<file path="src/core/cswm_pkg.sv">
/*
  Shared constants, types and mode-mapping functions for the CAN
  selective-wake mode controller (device end and host end).
  Assumes both ends run on the same clock and import this package.
*/
package cswm_pkg;

  // ----------------------------------------------------------------
  // mode field codes
  // ----------------------------------------------------------------
  localparam logic [2:0] MODE_OFF0 = 3'h0;
  localparam logic [2:0] MODE_WK = 3'h1;
  localparam logic [2:0] MODE_RXO = 3'h2;
  localparam logic [2:0] MODE_NRM = 3'h3;
  localparam logic [2:0] MODE_OFF4 = 3'h4;
  localparam logic [2:0] MODE_SWK = 3'h5;
  localparam logic [2:0] MODE_RXS = 3'h6;
  localparam logic [2:0] MODE_NMS = 3'h7;
  localparam int MODE_MSB = 2;

  localparam logic BUS_RECESSIVE = 1'b1;
  localparam logic WAKE_LOW = 1'b0;

  // ----------------------------------------------------------------
  // types
  // ----------------------------------------------------------------
  typedef enum logic [1:0] {PM_NORMAL, PM_STOP, PM_SLEEP, PM_RESTART} cswm_pm_t;
  typedef enum logic [2:0] {XS_OFF, XS_WK, XS_SWK, XS_RXO, XS_RXS, XS_NRM, XS_NMS} cswm_xs_t;
  typedef enum logic [2:0] {OP_WRITE, OP_CLR_ERR, OP_SET_CFG, OP_POWER, OP_ARM_SLEEP,
                            OP_REARM} cswm_op_t;

  // ----------------------------------------------------------------
  // mode helpers
  // ----------------------------------------------------------------
  function automatic logic cswm_is_swk(input logic [2:0] m);
    return m[MODE_MSB] && (m != MODE_OFF4);
  endfunction : cswm_is_swk

  // transceiver mode from field; a set error flag drops selective wake
  function automatic cswm_xs_t cswm_decode(input logic [2:0] m, input logic err);
    cswm_xs_t x;
    x = XS_OFF;
    case (m)
      MODE_WK: x = XS_WK;
      MODE_RXO: x = XS_RXO;
      MODE_NRM: x = XS_NRM;
      MODE_SWK: x = err ? XS_WK : XS_SWK;
      MODE_RXS: x = err ? XS_RXO : XS_RXS;
      MODE_NMS: x = err ? XS_NRM : XS_NMS;
      default: x = XS_OFF;
    endcase
    return x;
  endfunction : cswm_decode

endpackage : cswm_pkg

</file>
<file path="src/core/cswm_if.sv">
/*
  Link between host end and device end of the mode controller.
  Assumes both ends share one clock; no clocking block.
*/
`timescale 1ns/1ps
`default_nettype none

interface cswm_if;
  import cswm_pkg::*;
  logic mode_wr;
  logic [2:0] mode_wdata;
  logic err_clr;
  logic cfg_set;
  logic pm_req;
  cswm_pm_t pm_code;
  logic [2:0] mode_rd;
  logic err_flag;
  logic armed_flag;
  logic cfg_valid;
  logic silence_flag;
  cswm_pm_t pm_state;
  cswm_xs_t xcvr_state;
  logic wake_irq;

  modport dev (
    input mode_wr, mode_wdata, err_clr, cfg_set, pm_req, pm_code,
    output mode_rd, err_flag, armed_flag, cfg_valid, silence_flag, pm_state,
    xcvr_state, wake_irq
  );
  modport hst (
    output mode_wr, mode_wdata, err_clr, cfg_set, pm_req, pm_code,
    input mode_rd, err_flag, armed_flag, cfg_valid, silence_flag, pm_state,
    xcvr_state, wake_irq
  );
endinterface : cswm_if

`default_nettype wire

</file>
<file path="src/core/cswm_device.sv">
/*
  Device end: CAN transceiver mode control with selective wake, power
  mode tracking and the RXD/TXD path gating.
  Assumes the frame decoder and error counter outside deliver one-cycle
  event pulses synchronous to clk_i.
*/
`timescale 1ns/1ps
`default_nettype none

module cswm_device
  import cswm_pkg::*;
(
  input wire logic clk_i,
  input wire logic rst_i,
  cswm_if.dev link,
  input wire logic bus_rx_i,
  input wire logic txd_i,
  input wire logic wake_frame_i,
  input wire logic wake_pattern_i,
  input wire logic err_overflow_i,
  input wire logic bus_idle_i,
  input wire logic other_wake_i,
  input wire logic cfg_clear_i,
  output logic rxd_o,
  output logic bus_tx_o,
  output logic woken_o
);

  // ----------------------------------------------------------------
  // state
  // ----------------------------------------------------------------
  cswm_pm_t pm, next_pm;
  cswm_xs_t xs, next_xs;
  logic [2:0] field, next_field;
  logic err, next_err;
  logic armed, next_armed;
  logic cfg, next_cfg;
  logic woken, next_woken;
  logic sil, next_sil;
  logic irq, next_irq;
  logic rxd, next_rxd;
  logic tx, next_tx;
  logic swk_on;
  logic wk_on;
  logic wake_hit;

  // ----------------------------------------------------------------
  // mode control
  // ----------------------------------------------------------------
  always_comb begin
    next_pm = pm;
    next_xs = xs;
    next_field = field;
    next_err = err;
    next_armed = armed;
    next_cfg = cfg;
    next_woken = woken;
    next_sil = sil;
    next_irq = 1'b0;
    wake_hit = 1'b0;
    // decode already drops selective wake while the error flag is set
    swk_on = ((xs == XS_SWK) || (xs == XS_RXS) || (xs == XS_NMS)) && !woken;
    wk_on = (xs == XS_WK) && !woken;

    // clear first so that any set below wins in the same cycle
    // error flag cannot be cleared with selective wake chosen and no valid config
    if (link.err_clr && !(field[MODE_MSB] && !cfg)) begin
      next_err = 1'b0;
    end
    if (wake_pattern_i) begin
      next_sil = 1'b0;
    end

    case (pm)
      PM_NORMAL: begin
        if (link.cfg_set) begin
          next_cfg = 1'b1;
        end
        if (link.mode_wr) begin
          next_field = link.mode_wdata;
          if (link.mode_wdata != field) begin
            next_woken = 1'b0;
          end
          if (cswm_is_swk(link.mode_wdata)) begin
            if (cfg) begin
              next_err = 1'b0;
              next_armed = 1'b1;
            end else begin
              next_err = 1'b1;
            end
          end
        end
        // config registers changed under an enabled selective wake
        if (cfg_clear_i && cswm_is_swk(field)) begin
          next_err = 1'b1;
          next_armed = 1'b0;
        end
        if (link.pm_req) begin
          case (link.pm_code)
            PM_STOP: begin
              next_pm = PM_STOP;
              next_xs = (field == MODE_NRM) ? XS_WK : cswm_decode(field, err);
            end
            PM_SLEEP: begin
              next_pm = PM_SLEEP;
              next_woken = 1'b0;
              if ((field == MODE_RXO) || (field == MODE_NRM)) begin
                next_field = MODE_WK;
                next_xs = XS_WK;
              end else if (cswm_is_swk(field)) begin
                next_field = MODE_SWK;
                next_xs = err ? XS_WK : XS_SWK;
              end else begin
                next_xs = cswm_decode(field, err);
              end
            end
            PM_RESTART: begin
              next_pm = PM_RESTART;
              if ((field == MODE_RXO) || (field == MODE_NRM)) begin
                next_field = MODE_WK;
                next_xs = XS_WK;
              end else if (cswm_is_swk(field)) begin
                next_field = MODE_SWK;
                next_err = 1'b1;
                next_xs = XS_WK;
              end else begin
                next_xs = cswm_decode(field, err);
              end
            end
            default: begin
              next_pm = PM_NORMAL;
            end
          endcase
        end
      end
      PM_STOP, PM_RESTART: begin
        // low-power and restart ignore mode writes
        if (link.pm_req && (link.pm_code == PM_NORMAL)) begin
          next_pm = PM_NORMAL;
        end
      end
      PM_SLEEP: begin
        if (other_wake_i) begin
          next_pm = PM_RESTART;
        end
      end
      default: begin
        next_pm = PM_NORMAL;
      end
    endcase

    // wake events
    if (swk_on && wake_frame_i) begin
      wake_hit = 1'b1;
      next_armed = 1'b0;
      if (pm == PM_SLEEP) begin
        next_cfg = 1'b0;
        next_field = MODE_SWK;
      end
    end
    if (swk_on && err_overflow_i) begin
      wake_hit = 1'b1;
      next_err = 1'b1;
      next_armed = 1'b0;
    end
    if (wk_on && wake_pattern_i) begin
      wake_hit = 1'b1;
      if (err) begin
        next_armed = 1'b0;
      end
    end
    if (wake_hit) begin
      next_woken = 1'b1;
      if (pm == PM_SLEEP) begin
        next_pm = PM_RESTART;
      end else begin
        next_irq = 1'b1;
      end
    end
    if (swk_on && bus_idle_i) begin
      next_sil = 1'b1;
    end
    if (!next_field[MODE_MSB]) begin
      next_armed = 1'b0;
    end
    // in normal power the transceiver follows the field live
    if (next_pm == PM_NORMAL) begin
      next_xs = cswm_decode(next_field, next_err);
    end
  end

  // ----------------------------------------------------------------
  // pin path
  // ----------------------------------------------------------------
  always_comb begin
    case (xs)
      XS_RXO, XS_RXS, XS_NRM, XS_NMS: next_rxd = bus_rx_i;
      // wake indication only outside the receive modes, so never case
      default: next_rxd = woken ? WAKE_LOW : BUS_RECESSIVE;
    endcase
    next_tx = ((xs == XS_NRM) || (xs == XS_NMS)) ? txd_i : BUS_RECESSIVE;
  end

  always_ff @(posedge clk_i) begin
    if (rst_i) begin
      pm <= PM_NORMAL;
      xs <= XS_OFF;
      field <= MODE_OFF0;
      err <= 1'b0;
      armed <= 1'b0;
      cfg <= 1'b0;
      woken <= 1'b0;
      sil <= 1'b0;
      irq <= 1'b0;
      rxd <= BUS_RECESSIVE;
      tx <= BUS_RECESSIVE;
    end else begin
      pm <= next_pm;
      xs <= next_xs;
      field <= next_field;
      err <= next_err;
      armed <= next_armed;
      cfg <= next_cfg;
      woken <= next_woken;
      sil <= next_sil;
      irq <= next_irq;
      rxd <= next_rxd;
      tx <= next_tx;
    end
  end

  // ----------------------------------------------------------------
  // outputs
  // ----------------------------------------------------------------
  assign link.mode_rd = field;
  assign link.err_flag = err;
  assign link.armed_flag = armed;
  assign link.cfg_valid = cfg;
  assign link.silence_flag = sil;
  assign link.pm_state = pm;
  assign link.xcvr_state = xs;
  assign link.wake_irq = irq;
  assign rxd_o = rxd;
  assign bus_tx_o = tx;
  assign woken_o = woken;

endmodule : cswm_device

`default_nettype wire

</file>
<file path="src/flat_wrapper.sv">
// flat-port wrapper written by rule: the top's interface ports become plain ports
module cswm_device_flat import cswm_pkg::*;
  (clk_i, rst_i, bus_rx_i, txd_i, wake_frame_i, wake_pattern_i, err_overflow_i, bus_idle_i, other_wake_i, cfg_clear_i, rxd_o, bus_tx_o, woken_o, link_mode_wr, link_mode_wdata, link_err_clr, link_cfg_set, link_pm_req, link_pm_code, link_mode_rd, link_err_flag, link_armed_flag, link_cfg_valid, link_silence_flag, link_pm_state, link_xcvr_state, link_wake_irq);
  cswm_if link_i ();
  input wire logic clk_i;
  input wire logic rst_i;
  input wire logic bus_rx_i;
  input wire logic txd_i;
  input wire logic wake_frame_i;
  input wire logic wake_pattern_i;
  input wire logic err_overflow_i;
  input wire logic bus_idle_i;
  input wire logic other_wake_i;
  input wire logic cfg_clear_i;
  output logic rxd_o;
  output logic bus_tx_o;
  output logic woken_o;
  input wire logic [$bits(link_i.mode_wr)-1:0] link_mode_wr;
  input wire logic [$bits(link_i.mode_wdata)-1:0] link_mode_wdata;
  input wire logic [$bits(link_i.err_clr)-1:0] link_err_clr;
  input wire logic [$bits(link_i.cfg_set)-1:0] link_cfg_set;
  input wire logic [$bits(link_i.pm_req)-1:0] link_pm_req;
  input wire logic [$bits(link_i.pm_code)-1:0] link_pm_code;
  output wire logic [$bits(link_i.mode_rd)-1:0] link_mode_rd;
  output wire logic [$bits(link_i.err_flag)-1:0] link_err_flag;
  output wire logic [$bits(link_i.armed_flag)-1:0] link_armed_flag;
  output wire logic [$bits(link_i.cfg_valid)-1:0] link_cfg_valid;
  output wire logic [$bits(link_i.silence_flag)-1:0] link_silence_flag;
  output wire logic [$bits(link_i.pm_state)-1:0] link_pm_state;
  output wire logic [$bits(link_i.xcvr_state)-1:0] link_xcvr_state;
  output wire logic [$bits(link_i.wake_irq)-1:0] link_wake_irq;
  assign link_i.mode_wr = link_mode_wr;
  assign link_i.mode_wdata = link_mode_wdata;
  assign link_i.err_clr = link_err_clr;
  assign link_i.cfg_set = link_cfg_set;
  assign link_i.pm_req = link_pm_req;
  assign link_i.pm_code = link_pm_code;
  assign link_mode_rd = link_i.mode_rd;
  assign link_err_flag = link_i.err_flag;
  assign link_armed_flag = link_i.armed_flag;
  assign link_cfg_valid = link_i.cfg_valid;
  assign link_silence_flag = link_i.silence_flag;
  assign link_pm_state = link_i.pm_state;
  assign link_xcvr_state = link_i.xcvr_state;
  assign link_wake_irq = link_i.wake_irq;
  cswm_device u_core (.clk_i(clk_i), .rst_i(rst_i), .link(link_i), .bus_rx_i(bus_rx_i), .txd_i(txd_i), .wake_frame_i(wake_frame_i), .wake_pattern_i(wake_pattern_i), .err_overflow_i(err_overflow_i), .bus_idle_i(bus_idle_i), .other_wake_i(other_wake_i), .cfg_clear_i(cfg_clear_i), .rxd_o(rxd_o), .bus_tx_o(bus_tx_o), .woken_o(woken_o));
endmodule
</file>
<file path="config.mk">
export PLATFORM = sky130hd
export DESIGN_NAME = cswm_device_flat
export DESIGN_NICKNAME = d
export VERILOG_FILES = /design/src/core/cswm_pkg.sv /design/src/core/cswm_if.sv /design/src/core/cswm_device.sv /design/src/flat_wrapper.sv
export SDC_FILE = /design/constraint.sdc
export NUM_CORES = 1
export LEC_CHECK = 0
export BUFFER_PORTS_ARGS = -buffer_cell sky130_fd_sc_hd__buf_2
export CORE_UTILIZATION = 50
export CTS_CLUSTER_DIAMETER = 40
export DETAILED_ROUTE_END_ITERATION = 10
export PLACE_DENSITY = 0.79
export RECOVER_POWER = 25
export SETUP_SLACK_MARGIN = 0.05
export SYNTH_ARGS = -nofsm -noshare
export SYNTH_HDL_FRONTEND = slang
export SYNTH_SLANG_ARGS = --single-unit
</file>
<file path="constraint.sdc">
create_clock -name clk_i -period 2.2 [get_ports clk_i]
set_clock_uncertainty 0.2 [all_clocks]
set_input_delay 0.22 -clock clk_i [delete_from_list [all_inputs] [get_ports clk_i]]
set_output_delay 0.22 -clock clk_i [all_outputs]
set_load 0.1 [all_outputs]
</file>
==> run_results.csv, run 1 <==
group,metric,value,unit
layout,stdcell_count,199,
worst_setup_path,crit_chain,"nor2_1, a32o_1, a211oi_4, and2_1, o211ai_2",
routing,drtIter0Drc,34,
worst_setup_path,path_class,"flop to flop",
place,placedCellCount,192,
sta,final_max_slew_viol_count,0,
die,core,2020,um2
worst_setup_path,crit_required,2170,ps
worst_setup_path,critPathMaxStageDelay,540,ps
yosys,syn_avg_cell_area,8.03,um2
yosys,synth_ff_type,"dfxtp_1",
routing,wl_per_cell,15.0,um
yosys,async_flop_share,0,%
layout,layout-drive-gt1-share,31.4,%
sta,relSlewSlack,22.6,%
routing,drc,0,
min_path,hp-class,"primary input to flop",
clocking,root_buffer,"clkbuf_4",
worst_setup_path,critical_path_arrival,1910,ps
yosys,synth_area,1110,um2
yosys,syn_nets,157,
sta,rsz0062_at_grt,"false",
place,io_buffers,34,
power_and_ir_drop,p_sw,0.000563,W
power_and_ir_drop,sw_frac_of_total,49.7,%
sta,hold_viol_final,0,
clocking,cts_resized,0,
routing,antenna_left,0,
worst_setup_path,path_max_fanout,9,
routing,drt-total-wl,2990,um
place,gp_congestion,0.961,
routing,vias,1176,
clocking,post_cts_buffers,0,
power_and_ir_drop,ir_worst_vdd,0.000607,V
global_routing,grt_pass1_vias,1087,
layout,antenna_cells,0,
sta,setup-tns-final,0,ps
power_and_ir_drop,clockPowerShare,17.8,%
die,num_rows,16,
sta,finalCriticalPeriod,1940,ps
yosys,yosys_warnings,0,
routing,first_pass_iters,4,
layout,syn_to_final_growth,21.2,%
power_and_ir_drop,p_total,0.00113,W
yosys,synth-seq-cells,16,
run_status,status,"completed",
clocking,htreeDepth,1,
worst_setup_path,startpoint_type,"flop",
layout,final_nets,192,
clocking,cts_tree,"done",
sta,worst_pin_slew,1170,ps
sta,setup_ws,260,ps
routing,vias_per_cell,5.91,
place,dp_slack,320,ps
sta,fin_crit_sh,88.2,%
power_and_ir_drop,powerDensity,843,nW/um2
die,die-width,49.1,um
sta,setup_violations,0,
die,pin_count,35,
die,die_y,49.1,um
sta,fmax,516,MHz
power_and_ir_drop,combPwrFrac,48.2,%
die,initial_core_util,54.8,%
global_routing,grt_antenna_before_repair,0,
place,place_hpwl,2260,um
yosys,synth-edff-count,0,
power_and_ir_drop,leakage,0.571,nW
global_routing,grt_max_degree,13,
clocking,cts_buffers,3,
layout,layout_commonest_cell,"buf_2",
power_and_ir_drop,internal-power,0.000570,W
global_routing,grt_pass1_wl,4930,um
layout,mostFrequentLayoutCells,"33 x buf_2, 12 x nor2_1, 10 x a21oi_1",
global_routing,grt-ovfl-total,0,
clocking,clock_path_buffers,2,
worst_setup_path,slowest_stage,"dfxtp_1",
clocking,cts.sinks,16,
global_routing,grt.total_usage,26.9,%
yosys,netlist_instances,138,
worst_setup_path,end_kind,"flop",
yosys,synth_cell_types,50,
job,drv_cap,0,
power_and_ir_drop,seq_power_share,33.9,%
die,die_area,2410,um2
yosys,ys_seq_area_share,28.9,%
clocking,path_clk_slew,100,ps
clocking,worstSkewPairLatency,290,ps
-- worst max-delay path, delay by kind of cell (launching register included) --
| family | cells | cell delay, ps |
|---|---|---|
| AOI/OAI and AO/OA | 3 | 720 |
| DFF | 1 | 540 |
| and+or+nand+nor | 2 | 360 |
-- power by group through the flow --
stage                     combinational, W  clock [W]  sequential, W
after floorplan                   0.000233          0       0.000600
after global placement            0.000530          0       0.000388
after detailed placement          0.000539          0       0.000391
after CTS                         0.000545   0.000205       0.000383
after global routing              0.000579   0.000219       0.000391
final                             0.000546   0.000202       0.000384
-- final timing paths --
kind                                                 from                        end  slack (ps)  depth (start not counted)
worst min-delay path                       wake_pattern_i   u_core.link.silence_flag          40                          4
worst min register to register     u_core.link.armed_flag     u_core.link.armed_flag         260                          2
worst max-delay path            u_core.link.xcvr_state[0]  u_core.link.xcvr_state[1]         260                          5
worst max register to register  u_core.link.xcvr_state[0]  u_core.link.xcvr_state[1]         260                          5
-- flip-flops by register name, summed over array words and instances (netlist names) --
register / flops
u_core.link.mode_rd: 3
u_core.link.xcvr_state: 3
u_core.link.pm_state: 2
u_core.bus_tx_o: 1
u_core.link.armed_flag: 1
u_core.link.cfg_valid: 1
u_core.link.err_flag: 1
u_core.link.silence_flag: 1
u_core.link.wake_irq: 1
u_core.rxd_o: 1
u_core.woken_o: 1
-- timing repair --
item,in CTS,in global routing
hold endpoints to repair,3,0
endpoints found under the setup margin,0,0
hold buffers,3,0
-- metrics by stage --
stage                     area, um2  hold slack [ps]  util, %
after floorplan                1120              131        -
after global placement         1280              219     63.4
after detailed placement       1280              222     63.4
after CTS                      1350             34.0     66.6
after global routing           1340             56.0     66.5
final                          1340             37.0     66.5
-- synth_stat cells (2+ instances only) --
cell,instances,area share (%)
nor2_1,12,4.1
dfxtp_1,16,29
or2_1,2,1.1
o21ai_0,6,2.7
inv_1,9,3.0
nand2b_1,3,1.7
o22ai_2,2,2.3
a21oi_1,10,4.5
a211oi_1,3,2.0
nand4_1,2,1.1
o211a_1,2,1.8
nor2b_1,3,1.7
buf_2,4,1.8
o211ai_1,4,2.7
nor3_1,5,2.3
a31oi_1,4,2.3
mux2i_1,3,2.7
o21ai_1,3,1.4
nand3_1,3,1.4
xnor2_1,4,3.2
o2111ai_1,2,1.6
nand2_1,8,2.7
-- cells by family (layout without fill, tap and decap cells) --
family	after synthesis	count (layout)	share of synthesized area, %
compound gates	46	46	30.4
xor+xnor	5	5	3.95
buf+inv	17	51	7.22
flops	16	16	28.9
mux	5	5	4.74
simple gates	49	49	24.8
-- area by class of cell --
cell class / count / area (um2)
inverters: 10 / 37.5
multi-input cells: 105 / 708
well taps: 27 / 33.8
clock buffers: 4 / 36.3
flip-flops and latches: 16 / 329
repair buffers: 37 / 199
fillers: 187 / 678
-- per-layer routing --
layer | global-route usage, % | part of all wire, % | vias up
met1 | 34.4 | 45 | 539
li1 | - | - | 575
met2 | 42.2 | 47 | 51
met3 | 4.67 | 5.7 | 11
met4 | 15.2 | 3.0 | 0
met5 | 0 | 0 | -
Note: power is estimated with default switching activity, not from simulation.
==> inputs of run 2 (changes only) <==
--- a/config.mk
+++ b/config.mk
@@ -7,6 +7,7 @@
 export LEC_CHECK = 0
 export BUFFER_PORTS_ARGS = -buffer_cell sky130_fd_sc_hd__buf_2
 export CORE_UTILIZATION = 50
+export CTS_BUF_LIST = sky130_fd_sc_hd__clkbuf_16
 export CTS_CLUSTER_DIAMETER = 40
 export DETAILED_ROUTE_END_ITERATION = 10
 export PLACE_DENSITY = 0.79
==> run_results.csv, run 2 (synthesized netlist as in run 1, its figures left out) <==
group,metric,value,unit
run_status,status,"finished, violations left",
run_status,violations,"hold timing",
routing,vias_per_cell,5.98,
die,initial_core_util,54.8,%
global_routing,grt_pass1_vias,1118,
worst_setup_path,critical_path_arrival,1840,ps
global_routing,grt.total_usage,28.1,%
place,placed_area,1280,um2
power_and_ir_drop,clockPowerShare,27.9,%
min_path,hp-class,"primary input to flop",
clocking,root_buffer,"clkbuf_16",
power_and_ir_drop,ir_worst_vdd,0.000560,V
worst_setup_path,reg2reg_slack,280,ps
worst_setup_path,startpoint_type,"flop",
worst_setup_path,end_kind,"flop",
layout,mostFrequentLayoutCells,"31 x buf_2, 12 x nor2_1, 10 x a21oi_1",
sta,setup_ws,276,ps
min_path,holdPathStages,3,
global_routing,grt_antenna_before_repair,0,
clocking,cts_buffers,3,
routing,antenna_left,0,
worst_setup_path,r2r_cells,5,
die,pin_count,35,
sta,worst_pin_slew,1170,ps
die,die-width,49.1,um
die,die_area,2410,um2
power_and_ir_drop,internal-power,0.000707,W
worst_setup_path,crit_required,2120,ps
layout,fillers,178,
job,drv_cap,0,
sta,relSlewSlack,22.6,%
routing,wl_per_cell,15.8,um
layout,layout_commonest_cell,"buf_2",
worst_setup_path,path_max_fanout,9,
clocking,worstSkewPairLatency,250,ps
clocking,post_cts_buffers,0,
die,die_y,49.1,um
layout,seqCellArea,329,um2
die,num_rows,16,
sta,final_max_slew_viol_count,0,
sta,finalCriticalPeriod,1920,ps
layout,multi_input_area,708,um2
place,io_buffers,34,
routing,drt-total-wl,3100,um
routing,first_pass_iters,4,
routing,vias,1179,
layout,layout-drive-gt1-share,30.0,%
place,gp_congestion,0.961,
layout,syn_to_final_growth,23.0,%
sta,fmax,520,MHz
routing,drtIter0Drc,46,
global_routing,grt_max_degree,13,
power_and_ir_drop,leakage,0.574,nW
global_routing,grt-ovfl-total,0,
place,place_hpwl,2260,um
clocking,cts.sinks,16,
clocking,path_clk_slew,50,ps
power_and_ir_drop,p_sw,0.000581,W
worst_setup_path,r2r-start,"u_core.link.xcvr_state[0]",
layout,final_nets,190,
layout,antenna_cells,0,
die,core,2020,um2
power_and_ir_drop,combPwrFrac,42.2,%
clocking,cts_tree,"done",
sta,hold_slack,-1.26,ps
layout,fin_area,1360,um2
clocking,clock_path_buffers,2,
sta,setup_violations,0,
place,dp_slack,320,ps
power_and_ir_drop,p_total,0.00129,W
sta,setup-tns-final,0,ps
sta,hold_viol_final,1,
power_and_ir_drop,powerDensity,945,nW/um2
clocking,htreeDepth,1,
min_path,hold_path_startpoint,"bus_idle_i",
global_routing,grt_pass1_wl,5200,um
sta,rsz0062_at_grt,"false",
routing,drc,0,
worst_setup_path,path_class,"flop to flop",
worst_setup_path,worstSetupStartpoint,"u_core.link.xcvr_state[0]",
power_and_ir_drop,seq_power_share,29.9,%
sta,fin_crit_sh,87.5,%
power_and_ir_drop,sw_frac_of_total,45.1,%
## run 2: routing by layer
| layer | track usage [%] | vias up | share of wire [%] |
|---|---|---|---|
| met1 | 36.1 | 549 | 43 |
| met3 | 3.74 | 6 | 5.0 |
| met4 | 13.7 | 0 | 1.5 |
| li1 | - | 573 | - |
| met5 | 0 | - | 0 |
| met2 | 45.9 | 51 | 50 |
## run 2: critical path, cell delays in order (launching register included)
cell	delay, ps
dfxtp_1	520
nor2_1	130
a32o_1	310
a211oi_4	320
and2_1	220
o211ai_2	100
## run 2: power by group through the flow
stage / clock, W / sequential (W) / combinational (W)
after floorplan: 0 / 0.000600 / 0.000233
after global placement: 0 / 0.000388 / 0.000530
after detailed placement: 0 / 0.000391 / 0.000539
after CTS: 0.000363 / 0.000385 / 0.000544
after global routing: 0.000378 / 0.000392 / 0.000577
final: 0.000359 / 0.000386 / 0.000544
## run 2: what timing repair did
| action | CTS | global route |
|---|---|---|
| hold buffers | 1 | 0 |
| endpoints found under the hold margin | 1 | 0 |
| gates resized for setup | 0 | 0 |
## run 2: worst paths after layout
| kind | to |
|---|---|
| max | u_core.link.xcvr_state[1] |
| min | u_core.link.silence_flag |
| max reg2reg | u_core.link.xcvr_state[1] |
| min reg2reg | u_core.link.armed_flag |
## run 2: stage by stage
stage | std cells | util (%)
floorplan | 138 | -
global placement | 192 | 63.4
detailed placement | 192 | 63.4
CTS | 197 | 67.8
global route | 197 | 67.5
finish | 197 | 67.5
## run 2: final cells by class
cell class | instances | area share, %
multi-input cells | 105 | 51.9
clock inverters | 1 | 0.275
flip-flops and latches | 16 | 24.1
inverters | 10 | 2.75
repair buffers | 35 | 12.9
well taps | 27 | 2.48
clock buffers | 3 | 5.50
